File: src/hdl/bmpg_pkg.sv
package bmpg_pkg;

  // System clock
  localparam int CLK_HZ  = 20_000_000;
  localparam int CLK_MHZ = CLK_HZ / 1_000_000;

  // Sequencing times, microseconds then cycles
  localparam int SOFT_US     = 2500;
  localparam int SOFT_CYC    = SOFT_US * CLK_MHZ;
  localparam int HICCUP_US   = 25000;
  localparam int HICCUP_CYC  = HICCUP_US * CLK_MHZ;
  localparam int PG_RISE_US  = 100;
  localparam int PG_FALL_US  = 50;
  localparam logic [15:0] PG_RISE_CYC = 16'(PG_RISE_US * CLK_MHZ);
  localparam logic [15:0] PG_FALL_CYC = 16'(PG_FALL_US * CLK_MHZ);
  localparam int REF_STEPS   = 256;

  // Spread-spectrum triangle periods
  localparam int SSP_400K_US  = 1250;
  localparam int SSP_2M1_US   = 200;
  localparam int SSP_400K_CYC = SSP_400K_US * CLK_MHZ;
  localparam int SSP_2M1_CYC  = SSP_2M1_US * CLK_MHZ;
  localparam int SS_DEV_PCT   = 6;
  localparam int DUTY_MAX_PCT = 99;
  localparam int PCT_FULL     = 100;

  // Frequency options and their periods in system cycles
  localparam int FSW_400K_HZ = 400_000;
  localparam int FSW_2M1_HZ  = 2_100_000;
  localparam int FSW_3M_HZ   = 3_000_000;
  localparam logic [7:0] PER_400K = 8'(CLK_HZ / FSW_400K_HZ);
  localparam logic [7:0] PER_2M1  = 8'(CLK_HZ / FSW_2M1_HZ);
  localparam logic [7:0] PER_3M   = 8'(CLK_HZ / FSW_3M_HZ);
  localparam logic [1:0] FSEL_400K = 2'h0;
  localparam logic [1:0] FSEL_2M1  = 2'h1;
  localparam logic [1:0] FSEL_3M   = 2'h2;

  // Mode-pin clock detection
  localparam logic [7:0] SYNC_GAP_MAX = 8'hc8;
  localparam logic [1:0] SYNC_EDGES_LOCK = 2'h2;

  // Register offsets
  localparam logic [7:0] REG_STATUS = 8'h00;
  localparam logic [7:0] REG_MASK   = 8'h04;
  localparam logic [7:0] REG_STATE  = 8'h08;

  // Event bits of status and mask
  localparam int EV_LOCK  = 0;
  localparam int EV_LOST  = 1;
  localparam int EV_HIC   = 2;
  localparam int EV_PGF   = 3;
  localparam int EV_SOFT  = 4;
  localparam int EV_W     = 5;

  // State register fields
  localparam int ST_FSM_LSB  = 0;
  localparam int ST_LOCK_BIT = 3;
  localparam int ST_MODE_LSB = 4;
  localparam int ST_PG_BIT   = 6;
  localparam int ST_SS_BIT   = 7;
  localparam int ST_PIN_BIT  = 8;

  typedef enum logic [2:0] {
    ST_OFF    = 3'h0,
    ST_BIAS   = 3'h1,
    ST_SOFT   = 3'h3,
    ST_RUN    = 3'h2,
    ST_HICCUP = 3'h6
  } bmpg_state_t;

  typedef enum logic [1:0] {
    MD_SKIP = 2'h0,
    MD_FORCED_FIXED_FREQUENCY_MODE = 2'h1,
    MD_SYNC = 2'h2
  } bmpg_mode_t;

  // Longest high-side time for a given period, rounded down
  function automatic logic [7:0] duty_max(input logic [7:0] per);
    logic [15:0] p;
    p = 16'(per) * 16'(DUTY_MAX_PCT) / 16'(PCT_FULL);
    return p[7:0];
  endfunction

endpackage

File: src/hdl/bmpg_sync2.sv
`timescale 1ns/1ps
module bmpg_sync2 #(
  parameter int W = 1
)
(
  // Clock and reset
  input  wire logic         clk,
  input  wire logic         nrst,
  // Asynchronous in, synchronised out
  input  wire logic [W-1:0] d,
  output logic      [W-1:0] sync_q
);
  logic [W-1:0] meta_q;

  // Two stages; the first feeds only the second
  always_ff @(posedge clk)
  begin
    if (!nrst)
    begin
      meta_q <= '0;
      sync_q <= '0;
    end
    else
    begin
      meta_q <= d;
      sync_q <= meta_q;
    end
  end
endmodule

File: src/hdl/bmpg_osc.sv
`timescale 1ns/1ps
module bmpg_osc
(
  // Clock and reset
  input  wire logic        clk,
  input  wire logic        nrst,
  // Fixed period and spread settings
  input  wire logic        ss_en,
  input  wire logic [7:0]  per,
  input  wire logic [2:0]  dev,
  input  wire logic [15:0] step_cyc,
  // One-cycle switching tick
  output logic             tick_q
);
  logic [7:0]  cnt_q;
  logic [3:0]  idx_q;
  logic        up_q;
  logic [15:0] stp_q;
  logic [7:0]  len;

  // Period swings from per-dev to per+dev; idx at dev is the centre
  assign len = per - 8'(dev) + 8'(idx_q);

  // Period counter; >= copes with a period shortening mid-count
  always_ff @(posedge clk)
  begin
    if (!nrst)
    begin
      cnt_q  <= 8'h00;
      tick_q <= 1'b0;
    end
    else if (cnt_q >= len - 8'h01)
    begin
      cnt_q  <= 8'h00;
      tick_q <= 1'b1;
    end
    else
    begin
      cnt_q  <= cnt_q + 8'h01;
      tick_q <= 1'b0;
    end
  end

  // Triangle walk of the period offset
  always_ff @(posedge clk)
  begin
    if (!nrst)
    begin
      idx_q <= 4'h0;
      up_q  <= 1'b1;
      stp_q <= 16'h0000;
    end
    else if (!ss_en || dev == 3'h0)
    begin
      idx_q <= 4'(dev);
      up_q  <= 1'b1;
      stp_q <= 16'h0000;
    end
    else if (stp_q >= step_cyc - 16'h0001)
    begin
      stp_q <= 16'h0000;
      if (up_q && idx_q >= {dev, 1'b0})
      begin
        up_q  <= 1'b0;
        idx_q <= idx_q - 4'h1;
      end
      else if (!up_q && idx_q == 4'h0)
      begin
        up_q  <= 1'b1;
        idx_q <= idx_q + 4'h1;
      end
      else
      begin
        idx_q <= up_q ? idx_q + 4'h1 : idx_q - 4'h1;
      end
    end
    else
    begin
      stp_q <= stp_q + 16'h0001;
    end
  end
endmodule

File: src/hdl/bmpg_top.sv
// The implementer's own choices: the placing of the registers and the strobed register port.
`timescale 1ns/1ps
module bmpg_top #(
  parameter logic [1:0] FSW_SEL    = bmpg_pkg::FSEL_400K,
  parameter bit         INT_FB     = 1'b1,
  parameter int         SOFT_CYC   = bmpg_pkg::SOFT_CYC,
  parameter int         HICCUP_CYC = bmpg_pkg::HICCUP_CYC,
  parameter int         SS_TRI_CYC = (FSW_SEL == bmpg_pkg::FSEL_400K) ?
                                     bmpg_pkg::SSP_400K_CYC : bmpg_pkg::SSP_2M1_CYC
)
(
  // Clock and reset
  input  wire logic        CLK_SYS,
  input  wire logic        NRST,
  // Register port
  input  wire logic [7:0]  ADDR,
  input  wire logic [31:0] WDATA,
  input  wire logic        WR,
  input  wire logic        RD,
  output logic      [31:0] RDATA,
  output logic             IRQ,
  // Control pins
  input  wire logic        EN,
  input  wire logic        MODE_CLK,
  input  wire logic        SPREAD_ENABLE_INPUT,
  // Analog status, asynchronous
  input  wire logic        RAIL_OK,
  input  wire logic        VOUT_UV,
  input  wire logic        VOUT_OV,
  input  wire logic        ILIM,
  input  wire logic        VOUT_HALF,
  input  wire logic        ON_END,
  input  wire logic        LIGHT_LOAD,
  input  wire logic        ZERO_CROSS,
  // Power stage and rail control
  output logic             BIAS_EN,
  output logic             BIAS_FROM_OUT,
  output logic             CONV_EN,
  output logic             HS_ON,
  output logic             LS_ON,
  output logic      [7:0]  SS_REF,
  // Open-drain output-ok pin
  input  wire logic        OUTPUT_OK_FLAG_I,
  output logic             OUTPUT_OK_FLAG_O,
  output logic             OUTPUT_OK_FLAG_OE
);
  localparam logic [7:0] INT_PER = (FSW_SEL == bmpg_pkg::FSEL_2M1) ? bmpg_pkg::PER_2M1 :
                                   (FSW_SEL == bmpg_pkg::FSEL_3M) ? bmpg_pkg::PER_3M :
                                   bmpg_pkg::PER_400K;
  localparam int DEV_I = int'(INT_PER) * bmpg_pkg::SS_DEV_PCT / bmpg_pkg::PCT_FULL;
  localparam logic [2:0] INT_DEV = 3'(DEV_I);
  localparam int STEP_I = SS_TRI_CYC / (4 * ((DEV_I == 0) ? 1 : DEV_I));
  localparam logic [15:0] STEP_CYC = 16'((STEP_I == 0) ? 1 : STEP_I);
  localparam int REF_I = SOFT_CYC / bmpg_pkg::REF_STEPS;
  localparam logic [15:0] REF_STEP = 16'((REF_I == 0) ? 1 : REF_I);
  localparam logic [18:0] SOFT_END = 19'(SOFT_CYC - 1);
  localparam logic [18:0] HIC_END  = 19'(HICCUP_CYC - 1);

  logic [11:0]               raw;
  logic [11:0]               syn;
  logic                      en_s, clk_s, sps_s, rail_s, uv_s, ov_s;
  logic                      ilim_s, half_s, onend_s, light_s, zc_s, okpin_s;
  logic                      clk_d_q, edge_c, lost;
  logic [7:0]                gap_q, per_q, max_on, on_cnt_q, cap_q;
  logic [1:0]                edges_q;
  logic                      lock_q, ss_en, osc_tick, sw_tick, run_sw;
  bmpg_pkg::bmpg_mode_t      mode_q;
  bmpg_pkg::bmpg_state_t     st_q;
  logic [18:0]               tmr_q;
  logic                      short_c, hs_q, ls_q;
  logic [15:0]               ps_q, db_q, db_lim;
  logic [7:0]                ref_q;
  logic                      pg_q, bad;
  logic [bmpg_pkg::EV_W-1:0] ev, clr, status_q, mask_q;
  logic [8:0]                state_word;
  logic [31:0]               rdata_q;

  // Every pin and comparator crosses two flops first
  assign raw = {OUTPUT_OK_FLAG_I, ZERO_CROSS, LIGHT_LOAD, ON_END, VOUT_HALF, ILIM,
                VOUT_OV, VOUT_UV, RAIL_OK, SPREAD_ENABLE_INPUT, MODE_CLK, EN};

  bmpg_sync2 #(.W(12)) u_sync (
    .clk    (CLK_SYS),
    .nrst   (NRST),
    .d      (raw),
    .sync_q (syn)
  );

  assign {okpin_s, zc_s, light_s, onend_s, half_s, ilim_s,
          ov_s, uv_s, rail_s, sps_s, clk_s, en_s} = syn;

  // Rising edges of the mode pin, found after synchronising
  always_ff @(posedge CLK_SYS)
  begin
    if (!NRST)
      clk_d_q <= 1'b0;
    else
      clk_d_q <= clk_s;
  end

  assign edge_c = clk_s & ~clk_d_q;
  // Lost when the gap passes two measured periods or the cap
  assign lost = lock_q & ~edge_c &
                (({1'b0, gap_q} > {per_q, 1'b0}) | (gap_q == bmpg_pkg::SYNC_GAP_MAX));

  // Edge counting tells a clock from a static level
  always_ff @(posedge CLK_SYS)
  begin
    if (!NRST)
    begin
      gap_q   <= 8'h00;
      per_q   <= 8'h00;
      edges_q <= 2'h0;
      lock_q  <= 1'b0;
    end
    else if (edge_c)
    begin
      gap_q <= 8'h00;
      per_q <= gap_q + 8'h01;
      if (edges_q != bmpg_pkg::SYNC_EDGES_LOCK)
        edges_q <= edges_q + 2'h1;
      if (edges_q != 2'h0)
        lock_q <= 1'b1;
    end
    else
    begin
      if (gap_q != bmpg_pkg::SYNC_GAP_MAX)
        gap_q <= gap_q + 8'h01;
      if (lost)
      begin
        lock_q  <= 1'b0;
        edges_q <= 2'h0;
      end
      else if (!lock_q && gap_q == bmpg_pkg::SYNC_GAP_MAX)
        edges_q <= 2'h0;
    end
  end

  // Mode follows the level while no edges are pending; the locking edge moves it at once
  always_ff @(posedge CLK_SYS)
  begin
    if (!NRST)
      mode_q <= bmpg_pkg::MD_SKIP;
    else if (lock_q || (edge_c && edges_q != 2'h0))
      mode_q <= bmpg_pkg::MD_SYNC;
    else if (edges_q == 2'h0)
      mode_q <= clk_s ? bmpg_pkg::MD_FORCED_FIXED_FREQUENCY_MODE : bmpg_pkg::MD_SKIP;
  end

  // Spreading only on the internal oscillator
  assign ss_en = sps_s & ~lock_q;

  bmpg_osc u_osc (
    .clk      (CLK_SYS),
    .nrst     (NRST),
    .ss_en    (ss_en),
    .per      (INT_PER),
    .dev      (INT_DEV),
    .step_cyc (STEP_CYC),
    .tick_q   (osc_tick)
  );

  // Locked: switch on the external rising edge, else internal tick
  assign sw_tick = lock_q ? edge_c : osc_tick;
  // Spreading caps on its shortest period, trading a little dropout duty for safety
  assign max_on  = bmpg_pkg::duty_max(lock_q ? per_q :
                                      ss_en ? INT_PER - 8'(INT_DEV) : INT_PER);
  assign short_c = ilim_s & half_s;

  // Start-up, shutdown and hiccup sequence
  always_ff @(posedge CLK_SYS)
  begin
    if (!NRST)
    begin
      st_q  <= bmpg_pkg::ST_OFF;
      tmr_q <= 19'h00000;
    end
    else if (!en_s)
    begin
      st_q  <= bmpg_pkg::ST_OFF;
      tmr_q <= 19'h00000;
    end
    else
    begin
      case (st_q)
        bmpg_pkg::ST_OFF:
          st_q <= bmpg_pkg::ST_BIAS;
        bmpg_pkg::ST_BIAS:
          if (rail_s)
          begin
            st_q  <= bmpg_pkg::ST_SOFT;
            tmr_q <= 19'h00000;
          end
        bmpg_pkg::ST_SOFT:
          if (tmr_q == SOFT_END)
            st_q <= bmpg_pkg::ST_RUN;
          else
            tmr_q <= tmr_q + 19'h00001;
        bmpg_pkg::ST_RUN:
          if (short_c)
          begin
            st_q  <= bmpg_pkg::ST_HICCUP;
            tmr_q <= 19'h00000;
          end
        bmpg_pkg::ST_HICCUP:
          if (tmr_q == HIC_END)
          begin
            st_q  <= bmpg_pkg::ST_SOFT;
            tmr_q <= 19'h00000;
          end
          else
            tmr_q <= tmr_q + 19'h00001;
        default:
          st_q <= bmpg_pkg::ST_OFF;
      endcase
    end
  end

  assign BIAS_EN       = (st_q != bmpg_pkg::ST_OFF);
  assign run_sw        = (st_q == bmpg_pkg::ST_SOFT) | (st_q == bmpg_pkg::ST_RUN);
  assign CONV_EN       = run_sw;
  assign BIAS_FROM_OUT = INT_FB & (st_q == bmpg_pkg::ST_RUN);

  // Soft-start reference climbs one step per REF_STEP cycles
  always_ff @(posedge CLK_SYS)
  begin
    if (!NRST)
    begin
      ps_q  <= 16'h0000;
      ref_q <= 8'h00;
    end
    else if (st_q == bmpg_pkg::ST_RUN)
    begin
      ps_q  <= 16'h0000;
      ref_q <= 8'hff;
    end
    else if (st_q != bmpg_pkg::ST_SOFT)
    begin
      ps_q  <= 16'h0000;
      ref_q <= 8'h00;
    end
    else if (ps_q == REF_STEP - 16'h0001)
    begin
      ps_q <= 16'h0000;
      if (ref_q != 8'hff)
        ref_q <= ref_q + 8'h01;
    end
    else
      ps_q <= ps_q + 16'h0001;
  end

  assign SS_REF = ref_q;

  // Gate drive; cap latched per pulse so a mode change mid-pulse cannot undercut it
  always_ff @(posedge CLK_SYS)
  begin
    if (!NRST || !run_sw)
    begin
      hs_q     <= 1'b0;
      ls_q     <= 1'b0;
      on_cnt_q <= 8'h00;
      cap_q    <= 8'h00;
    end
    else if (sw_tick && !(mode_q == bmpg_pkg::MD_SKIP && light_s))
    begin
      hs_q     <= 1'b1;
      ls_q     <= 1'b0;
      on_cnt_q <= 8'h00;
      cap_q    <= max_on;
    end
    else if (hs_q)
    begin
      on_cnt_q <= on_cnt_q + 8'h01;
      if (onend_s || on_cnt_q + 8'h01 >= cap_q)
      begin
        hs_q <= 1'b0;
        ls_q <= 1'b1;
      end
    end
    else if (ls_q && mode_q == bmpg_pkg::MD_SKIP && zc_s)
      ls_q <= 1'b0;
  end

  assign HS_ON = hs_q;
  assign LS_ON = ls_q;

  // Output window with debounce; shutdown pulls low at once
  assign bad    = uv_s | ov_s | (st_q != bmpg_pkg::ST_RUN);
  assign db_lim = pg_q ? bmpg_pkg::PG_FALL_CYC - 16'h0001 : bmpg_pkg::PG_RISE_CYC - 16'h0001;

  always_ff @(posedge CLK_SYS)
  begin
    if (!NRST || st_q == bmpg_pkg::ST_OFF)
    begin
      pg_q <= 1'b0;
      db_q <= 16'h0000;
    end
    else if (bad == pg_q)
    begin
      if (db_q == db_lim)
      begin
        pg_q <= ~pg_q;
        db_q <= 16'h0000;
      end
      else
        db_q <= db_q + 16'h0001;
    end
    else
      db_q <= 16'h0000;
  end

  assign OUTPUT_OK_FLAG_O  = 1'b0;
  assign OUTPUT_OK_FLAG_OE = ~pg_q;

  // Sticky events; a set in the clearing cycle wins
  assign ev[bmpg_pkg::EV_LOCK] = edge_c & ~lock_q & (edges_q != 2'h0);
  assign ev[bmpg_pkg::EV_LOST] = lost;
  assign ev[bmpg_pkg::EV_HIC]  = en_s & (st_q == bmpg_pkg::ST_RUN) & short_c;
  assign ev[bmpg_pkg::EV_PGF]  = pg_q & bad & (db_q == db_lim);
  assign ev[bmpg_pkg::EV_SOFT] = en_s & (st_q == bmpg_pkg::ST_SOFT) & (tmr_q == SOFT_END);
  assign clr = (WR && ADDR == bmpg_pkg::REG_STATUS) ? WDATA[bmpg_pkg::EV_W-1:0] : '0;

  always_ff @(posedge CLK_SYS)
  begin
    if (!NRST)
      status_q <= '0;
    else
      status_q <= (status_q & ~clr) | ev;
  end

  // Mask register steers the interrupt line
  always_ff @(posedge CLK_SYS)
  begin
    if (!NRST)
      mask_q <= '0;
    else if (WR && ADDR == bmpg_pkg::REG_MASK)
      mask_q <= WDATA[bmpg_pkg::EV_W-1:0];
  end

  assign IRQ = |(status_q & mask_q);
  // Fields from bit 0: state, lock, mode, ok flag, spread, pin level
  assign state_word = {okpin_s, ss_en, pg_q, mode_q, lock_q, st_q};

  // Read data stand only in the cycle after the strobe
  always_ff @(posedge CLK_SYS)
  begin
    if (!NRST || !RD)
      rdata_q <= 32'h00000000;
    else if (ADDR == bmpg_pkg::REG_STATUS)
      rdata_q <= 32'(status_q);
    else if (ADDR == bmpg_pkg::REG_MASK)
      rdata_q <= 32'(mask_q);
    else if (ADDR == bmpg_pkg::REG_STATE)
      rdata_q <= 32'(state_word);
    else
      rdata_q <= 32'h00000000;
  end

  assign RDATA = rdata_q;
endmodule

File: config.mk
export PLATFORM = sky130hd
export DESIGN_NAME = bmpg_top
export DESIGN_NICKNAME = d
export VERILOG_FILES = /design/src/hdl/bmpg_pkg.sv /design/src/hdl/bmpg_sync2.sv /design/src/hdl/bmpg_osc.sv /design/src/hdl/bmpg_top.sv
export SDC_FILE = /design/constraint.sdc
export NUM_CORES = 1
export LEC_CHECK = 0
export BUFFER_PORTS_ARGS = -buffer_cell sky130_fd_sc_hd__buf_2
export CORE_UTILIZATION = 45
export DETAILED_ROUTE_END_ITERATION = 16
export HOLD_SLACK_MARGIN = 0.12
export PLACE_DENSITY = 0.65
export SLEW_MARGIN = 20
export SYNTH_ARGS = -nofsm -noshare
export SYNTH_HDL_FRONTEND = slang
export SYNTH_SLANG_ARGS = --single-unit
File: constraint.sdc
create_clock -name CLK_SYS -period 8.2 [get_ports CLK_SYS]
set_input_delay 1.23 -clock CLK_SYS [delete_from_list [all_inputs] [get_ports CLK_SYS]]
set_output_delay 1.23 -clock CLK_SYS [all_outputs]
set_load 0.02 [all_outputs]
# Word-level counts from Yosys, hierarchy flattened
# Cells that the tools add are included.
[word_totals]
regBits = 199
output_inout_bits = 48
elab_cells = 207
[classes]
n_addsub = 13
multipliers = 1
div_mod_pow = 1
order_cmp = 5
n_eq_ne = 26
mux = 46
bitwise = 29
reduce_logical = 56
[ops]
columns = ["op", "n"]
rows = [
  ["$mux W19", 4],
  ["$pmux W19 S4", 1],
  ["$add A16 B1 Y16 const B", 3],
  ["$mux W8", 5],
  ["$add A8 B1 Y8 const B", 4],
  ["$mux W5", 5],
  ["$add A19 B1 Y19 const B", 1],
  ["$eq A19 B16 Y1 const B", 1],
  ["$eq A19 B19 Y1 const B", 1],
  ["$div A15 B7 Y16 const B", 1],
  ["$eq A16 B11 Y1", 1],
  ["$eq A16 B8 Y1 const B", 1],
  ["$ge A16 B12 Y1 const B", 1],
  ["$ge A8 B8 Y1", 2],
  ["$mux W2", 8],
  ["$ne A8 B8 Y1 const B", 2],
  ["$reduce_and A2 Y1", 8],
  ["$mul A8 B7 Y15 const B", 1],
  ["$pmux W3 S5", 1],
  ["$mux W1", 14],
  ["$ne A2 B1 Y1 const B", 7],
  ["$and A1 B1 Y1", 13],
  ["$mux W3", 4],
  ["$mux W4", 3],
  ["37 further kinds", 85],
]

# Longest topological paths before layout
[depth]
depth_word = 7
depth_mapped = 36

# Hierarchy
# A second synthesis with hierarchy kept.
[unflattened]
hier_cells = 1453
area_unflattened_um2 = 12050.3
[by_module_without_submodules]
columns = ["module", "instances", "cells_per_inst", "area_each_um2", "seq_area_each_um2"]
rows = [
  ["bmpg_top", 1, 1107, 8832.2, 2442.3],
  ["bmpg_osc", 1, 296, 2542.4, 600.6],
  ["bmpg_sync2", 1, 50, 675.6, 480.5],
]

# Least setup slack after synthesis
# OpenSTA, ideal clock, no wires.
[synth_path]
path_kind = "flip-flop to flip-flop"
from = "register lock_q"
to = "register cap_q[0]"
setup_time_ns = 0.137
arrival_time_ns = 7.855
t_required_ns = 8.063
setup_slack_ns = 0.208
stages_incl_launch_ff = 35
path_cell_list = "dfxtp_1 > clkbuf_1 > nor2b_1 > clkbuf_1 > a21oi_1 > inv_1 > fa_1 > inv_1 > ha_1 > fa_1 > ha_1 > buf_4 > a211oi_2 > nor2_1 > a21o_1 > a211o_1 > o311a_1 > o221ai_2 > a21oi_2 > a211oi_4 > nor4_2 > nor4_4 > mux2_2 > or2_1 > a21oi_1 > o31ai_1 > and3_1 > buf_6 > and4b_1 > a311o_1 > xnor2_2 > a21o_2 > a211o_1 > o211ai_1 > a31oi_1"
[synth_via]
elab_chain_len = 6
[synth_lines]
columns = ["item", "line_no", "text"]
rows = [
  ["from (decl)", "bmpg_top.sv:66", "logic lock_q, ss_en, osc_tick, sw_tick, run_sw;"],
  ["from (signal assigned)", "bmpg_top.sv:114", "lock_q <= 1'b0;"],
  ["from (signal assigned)", "bmpg_top.sv:123", "lock_q <= 1'b1;"],
  ["from (signal assigned)", "bmpg_top.sv:131", "lock_q <= 1'b0;"],
  ["$not A1 Y1", "bmpg_top.sv:151", "assign ss_en = sps_s & ~lock_q;"],
  ["$and A1 B1 Y1", "bmpg_top.sv:151", ""],
  ["$mux W5", "bmpg_top.sv:167", "ss_en ? INT_PER - 8'(INT_DEV) : INT_PER);"],
  ["$mux W8", "bmpg_top.sv:166", "assign max_on = bmpg_pkg::duty_max(lock_q ? per_q :"],
  ["$mul A8 B7 Y15", "bmpg_pkg.sv:80", "p = 16'(per) * 16'(DUTY_MAX_PCT) / 16'(PCT_FULL);"],
  ["$div A15 B7 Y16", "bmpg_pkg.sv:80", ""],
  ["to (signal assigned)", "bmpg_top.sv:269", "cap_q <= max_on;"],
  ["to (decl)", "bmpg_top.sv:64", "logic [7:0] gap_q, per_q, max_on, on_cnt_q, cap_q;"],
]
# Parallel ways exist; a longest one is shown, timed or not.
# A chain may end at the register's enable or synchronous reset.

# Worst setup path in the final report
# Ends and elaborated chain as after synthesis.

==> impl_metrics.csv <==
group,metric,value,unit
synth,ys_seq_area_share,31.45,%
global_routing,grtUsageMet2,31.92,%
clock_tree,cts_tree,"built",
clock_tree,cts_root_buf,"clkbuf_16",
worst_setup_path,critical_path_class,"reg -> reg",
global_routing,grt_overflow,0,
power,seq_power_share,30.9,%
clock_tree,cts-htree-levels,4,
power,p_sw,0.9951,mW
worst_setup_path,arrival,8210,ps
worst_setup_path,critPathSlowestCell,"fa_1",
placement,dp_slack,48.60,ps
synth,netlist.area_leader.share,31.45,%
clock_tree,cts_buffer_depth,2,
power,irDropWorstVdd,0.0002180,V
sta,slew_headroom,33.83,%
worst_setup_path,path_max_fanout,12,
global_routing,grt_usage,18.99,%
placement,place_hpwl,17.96,mm
synth,synthArstFlopShare,0,%
power,swShare,35.17,%
drt,wl,24.27,mm
worst_setup_path,timing.rr.start,"lock_q",
sta,period_share,96.45,%
synth,synth_area_leader_cell,"dfxtp_1",
sta,hold_violations,0,
floorplanning,die-height,159.8,µm
power,p_clk_share,28.2,%
layout,fill_cells,2300,
sta,finalClockSkew,14.77,ps
global_routing,met3_usage,2.831,%
layout,area_delta_synth_final,14.03,%
drt,vias_per_cell,5.385,
synth,synth_most_common_cell,"dfxtp_1",
sta,drv_slew,0,
placement,dp_cells,1740,
sta,min_period,7909,ps
clock_tree,clk_pin_slew_worst_paths,70,ps
power,p_leak,5.143,nW
synth,synthDistinctLibCells,99,
power,comb_power_share,40.9,%
worst_setup_path,required,8510,ps
outcome,status,"finished clean",
global_routing,grt_use_met1,25.35,%
clock_tree,clock-sinks,176,
drt,dr.pass1.iters,5,
layout,fin_util,52.38,%
layout,stdcell_count,1775,
global_routing,grt_pass1_wl,41.31,mm
floorplanning,ios,104,
worst_setup_path,r2r_cells,32,
global_routing,antenna_found_initial,0,
drt,remaining_drc_errors,0,
worst_setup_path,setup.worst_path.start,"lock_q",
floorplanning,dieArea,25530,µm²
drt,vias,9558,
layout,drive_gt1_share,15.17,%
drt,wl_per_cell,13.67,µm
synth,synth_common_cells,"176 x dfxtp_1, 165 x nor2_1, 112 x nand2_1",
sta,timing.fmax,126.4,MHz
synth,synth_ff_type,"dfxtp_1",
floorplanning,rows,57,
sta,finalSetupTns,0,ps
synth,yosys_warnings,0,
power,powerDensity,221.5,nW/µm²
worst_setup_path,endpoint_kind,"flop",
drt,drtIter0Drc,646,
global_routing,grt_max_degree,72,
sta,setup_viol,0,
layout,finalNetCount,1578,
global_routing,grt_pass1_vias,8929,
global_routing,busiest_layer,"met2",
run,drv_cap,0,
sta,timing.hold.ws,427.1,ps
layout,multi_input_area,7365,µm²
worst_setup_path,slowest_delay,510,ps
floorplanning,die_x,159.8,µm
worst_setup_path,endpoint,"cap_q[0]",
drt,ant_nets,0,
sta,worstMarginPinSlew,990.6,ps
synth,synth_area_leaders,"dfxtp_1 31%, ha_1 9.0%, nor2_1 5.5%",
worst_setup_path,cp-start-kind,"flop",
sta,setup_ws,291.1,ps
floorplanning,start_util,45.94,%
synth,synthCells,1347,
placement,port_buffers,52,
synth,ys_seq_elements,176,
worst_setup_path,reg2reg_to,"cap_q[0]",
synth,synth-edff-count,0,
clock_tree,cts_hold_buf,0,
synth,syn_avg_cell_area,8.318,µm²
synth,netlist_area,11200,µm²
worst_setup_path,r2r_slack,290,ps
worst_hold_path,min_path_type,"reg -> reg",
layout,seq_area,3525,µm²
clock_tree,worstSkewPairLatency,430,ps
floorplanning,fp.coreArea,24390,µm²
placement,gp_congestion,0.8632,
clock_tree,numCtsBuffers,17,
power,internal_power,1.834,mW
## cell usage in the layout (no fill, tap or decap), types with 5 or more instances in the layout
cell type,count
and3_1,26
nor2_2,5
a31oi_1,7
nor2_1,160
a21o_1,19
o21a_1,7
o22ai_1,5
conb_1,30
a22oi_1,11
o221ai_1,6
nand4_1,21
nor4_1,7
a211oi_2,7
o211a_1,8
nand2b_1,15
buf_4,56
nand3_1,57
a21oi_2,7
a21oi_1,67
dfxtp_1,175
nor2b_1,33
o211ai_1,8
nand2_1,112
a211oi_1,10
and2_1,38
clkbuf_16,17
o221a_2,13
o21ai_0,35
mux2i_1,12
buf_2,52
or4_1,5
xnor2_1,47
or3_1,11
inv_1,58
ha_1,78
xor2_1,58
nor3_1,31
o21ai_1,7
## what timing repair did
| item | in CTS | in global routing |
|---|---|---|
| endpoints found under the setup margin | 0 | 2 |
| buffers inserted | 0 | 2 |
| gates resized for setup | 0 | 38 |
## worst min path at each step
stage / from / cells past startpoint / slack [ps] / endpoint
floorplan: u_sync.sync_q[11] / 1 / 410 / RDATA[8]
global placement: u_sync.meta_q[1] / 1 / 410 / u_sync.sync_q[1]
detailed placement: u_sync.meta_q[3] / 1 / 420 / u_sync.sync_q[3]
CTS: u_sync.meta_q[5] / 1 / 430 / u_sync.sync_q[5]
global route: u_sync.meta_q[6] / 1 / 450 / u_sync.sync_q[6]
finish: u_sync.meta_q[5] / 1 / 430 / u_sync.sync_q[5]
## cell type report
type                       instances  area share (%)
antenna                            1         0.01959
clock buffer                      18           3.359
clock inverter                    14           1.185
inverter                          58           1.704
multi-input combinational       1076           57.64
sequential                       176           27.59
tap                              324           3.173
timing repair buffer             108           5.328
## state kept, by name, summed over array words and instances, names as in the netlist, 8 cells and up
| register | count |
|---|---|
| RDATA | 9 |
| SS_REF | 8 |
| cap_q | 8 |
| db_q | 16 |
| gap_q | 8 |
| on_cnt_q | 8 |
| per_q | 8 |
| ps_q | 16 |
| tmr_q | 19 |
| u_osc.cnt_q | 8 |
| u_osc.stp_q | 16 |
| u_sync.meta_q | 12 |
| u_sync.sync_q | 12 |
## power by group through the flow
stage	Clock, mW	Combinational [mW]	Sequential, mW
after CTS	0.813	1.11	0.875
after global routing	0.851	1.27	0.876
final	0.797	1.16	0.875
after detailed placement	0	1.11	0.895
after floorplan	0	0.793	0.892
after global placement	0	1.09	0.894
## routing by layer
layer,part of all wire (%),up-vias,wire length (µm)
met5,0,-,0
met4,1.2,0,296
met3,3.0,27,729
met2,47,171,11310
met1,49,4449,11930
li1,-,4911,-
## metrics by stage
stage / power [mW] / cell area, µm²
floorplan: 1.685 / 11310
global placement: 1.984 / 12010
detailed placement: 2.002 / 12010
CTS: 2.802 / 12590
global route: 2.998 / 12770
finish: 2.829 / 12780
## critical path, delay by kind of cell (launching register included)
kind | cells | cell delay [ps]
AO/OA/AOI/OAI | 16 | 3630
XOR/XNOR | 1 | 150
adder cells (fa/ha/maj) | 4 | 1710
buffers and inverters | 4 | 550
flip-flops | 1 | 360
AND/OR/NAND/NOR | 7 | 1350
## cell families (layout without fill, tap and decap cells)
group	Yosys count	count (layout)	share of synthesized area, %
AOI/OAI and AO/OA	286	286	19.17
xor gates and xnor gates	107	107	8.431
adders and majority gates	87	87	9.939
buffers and inverters	124	198	5.304
DFF	176	176	31.45
muxes	16	16	1.474
other	1	31	0.03347
and+or+nand+nor	550	550	24.20
No activity file was read; power rests on OpenSTA's default activity.
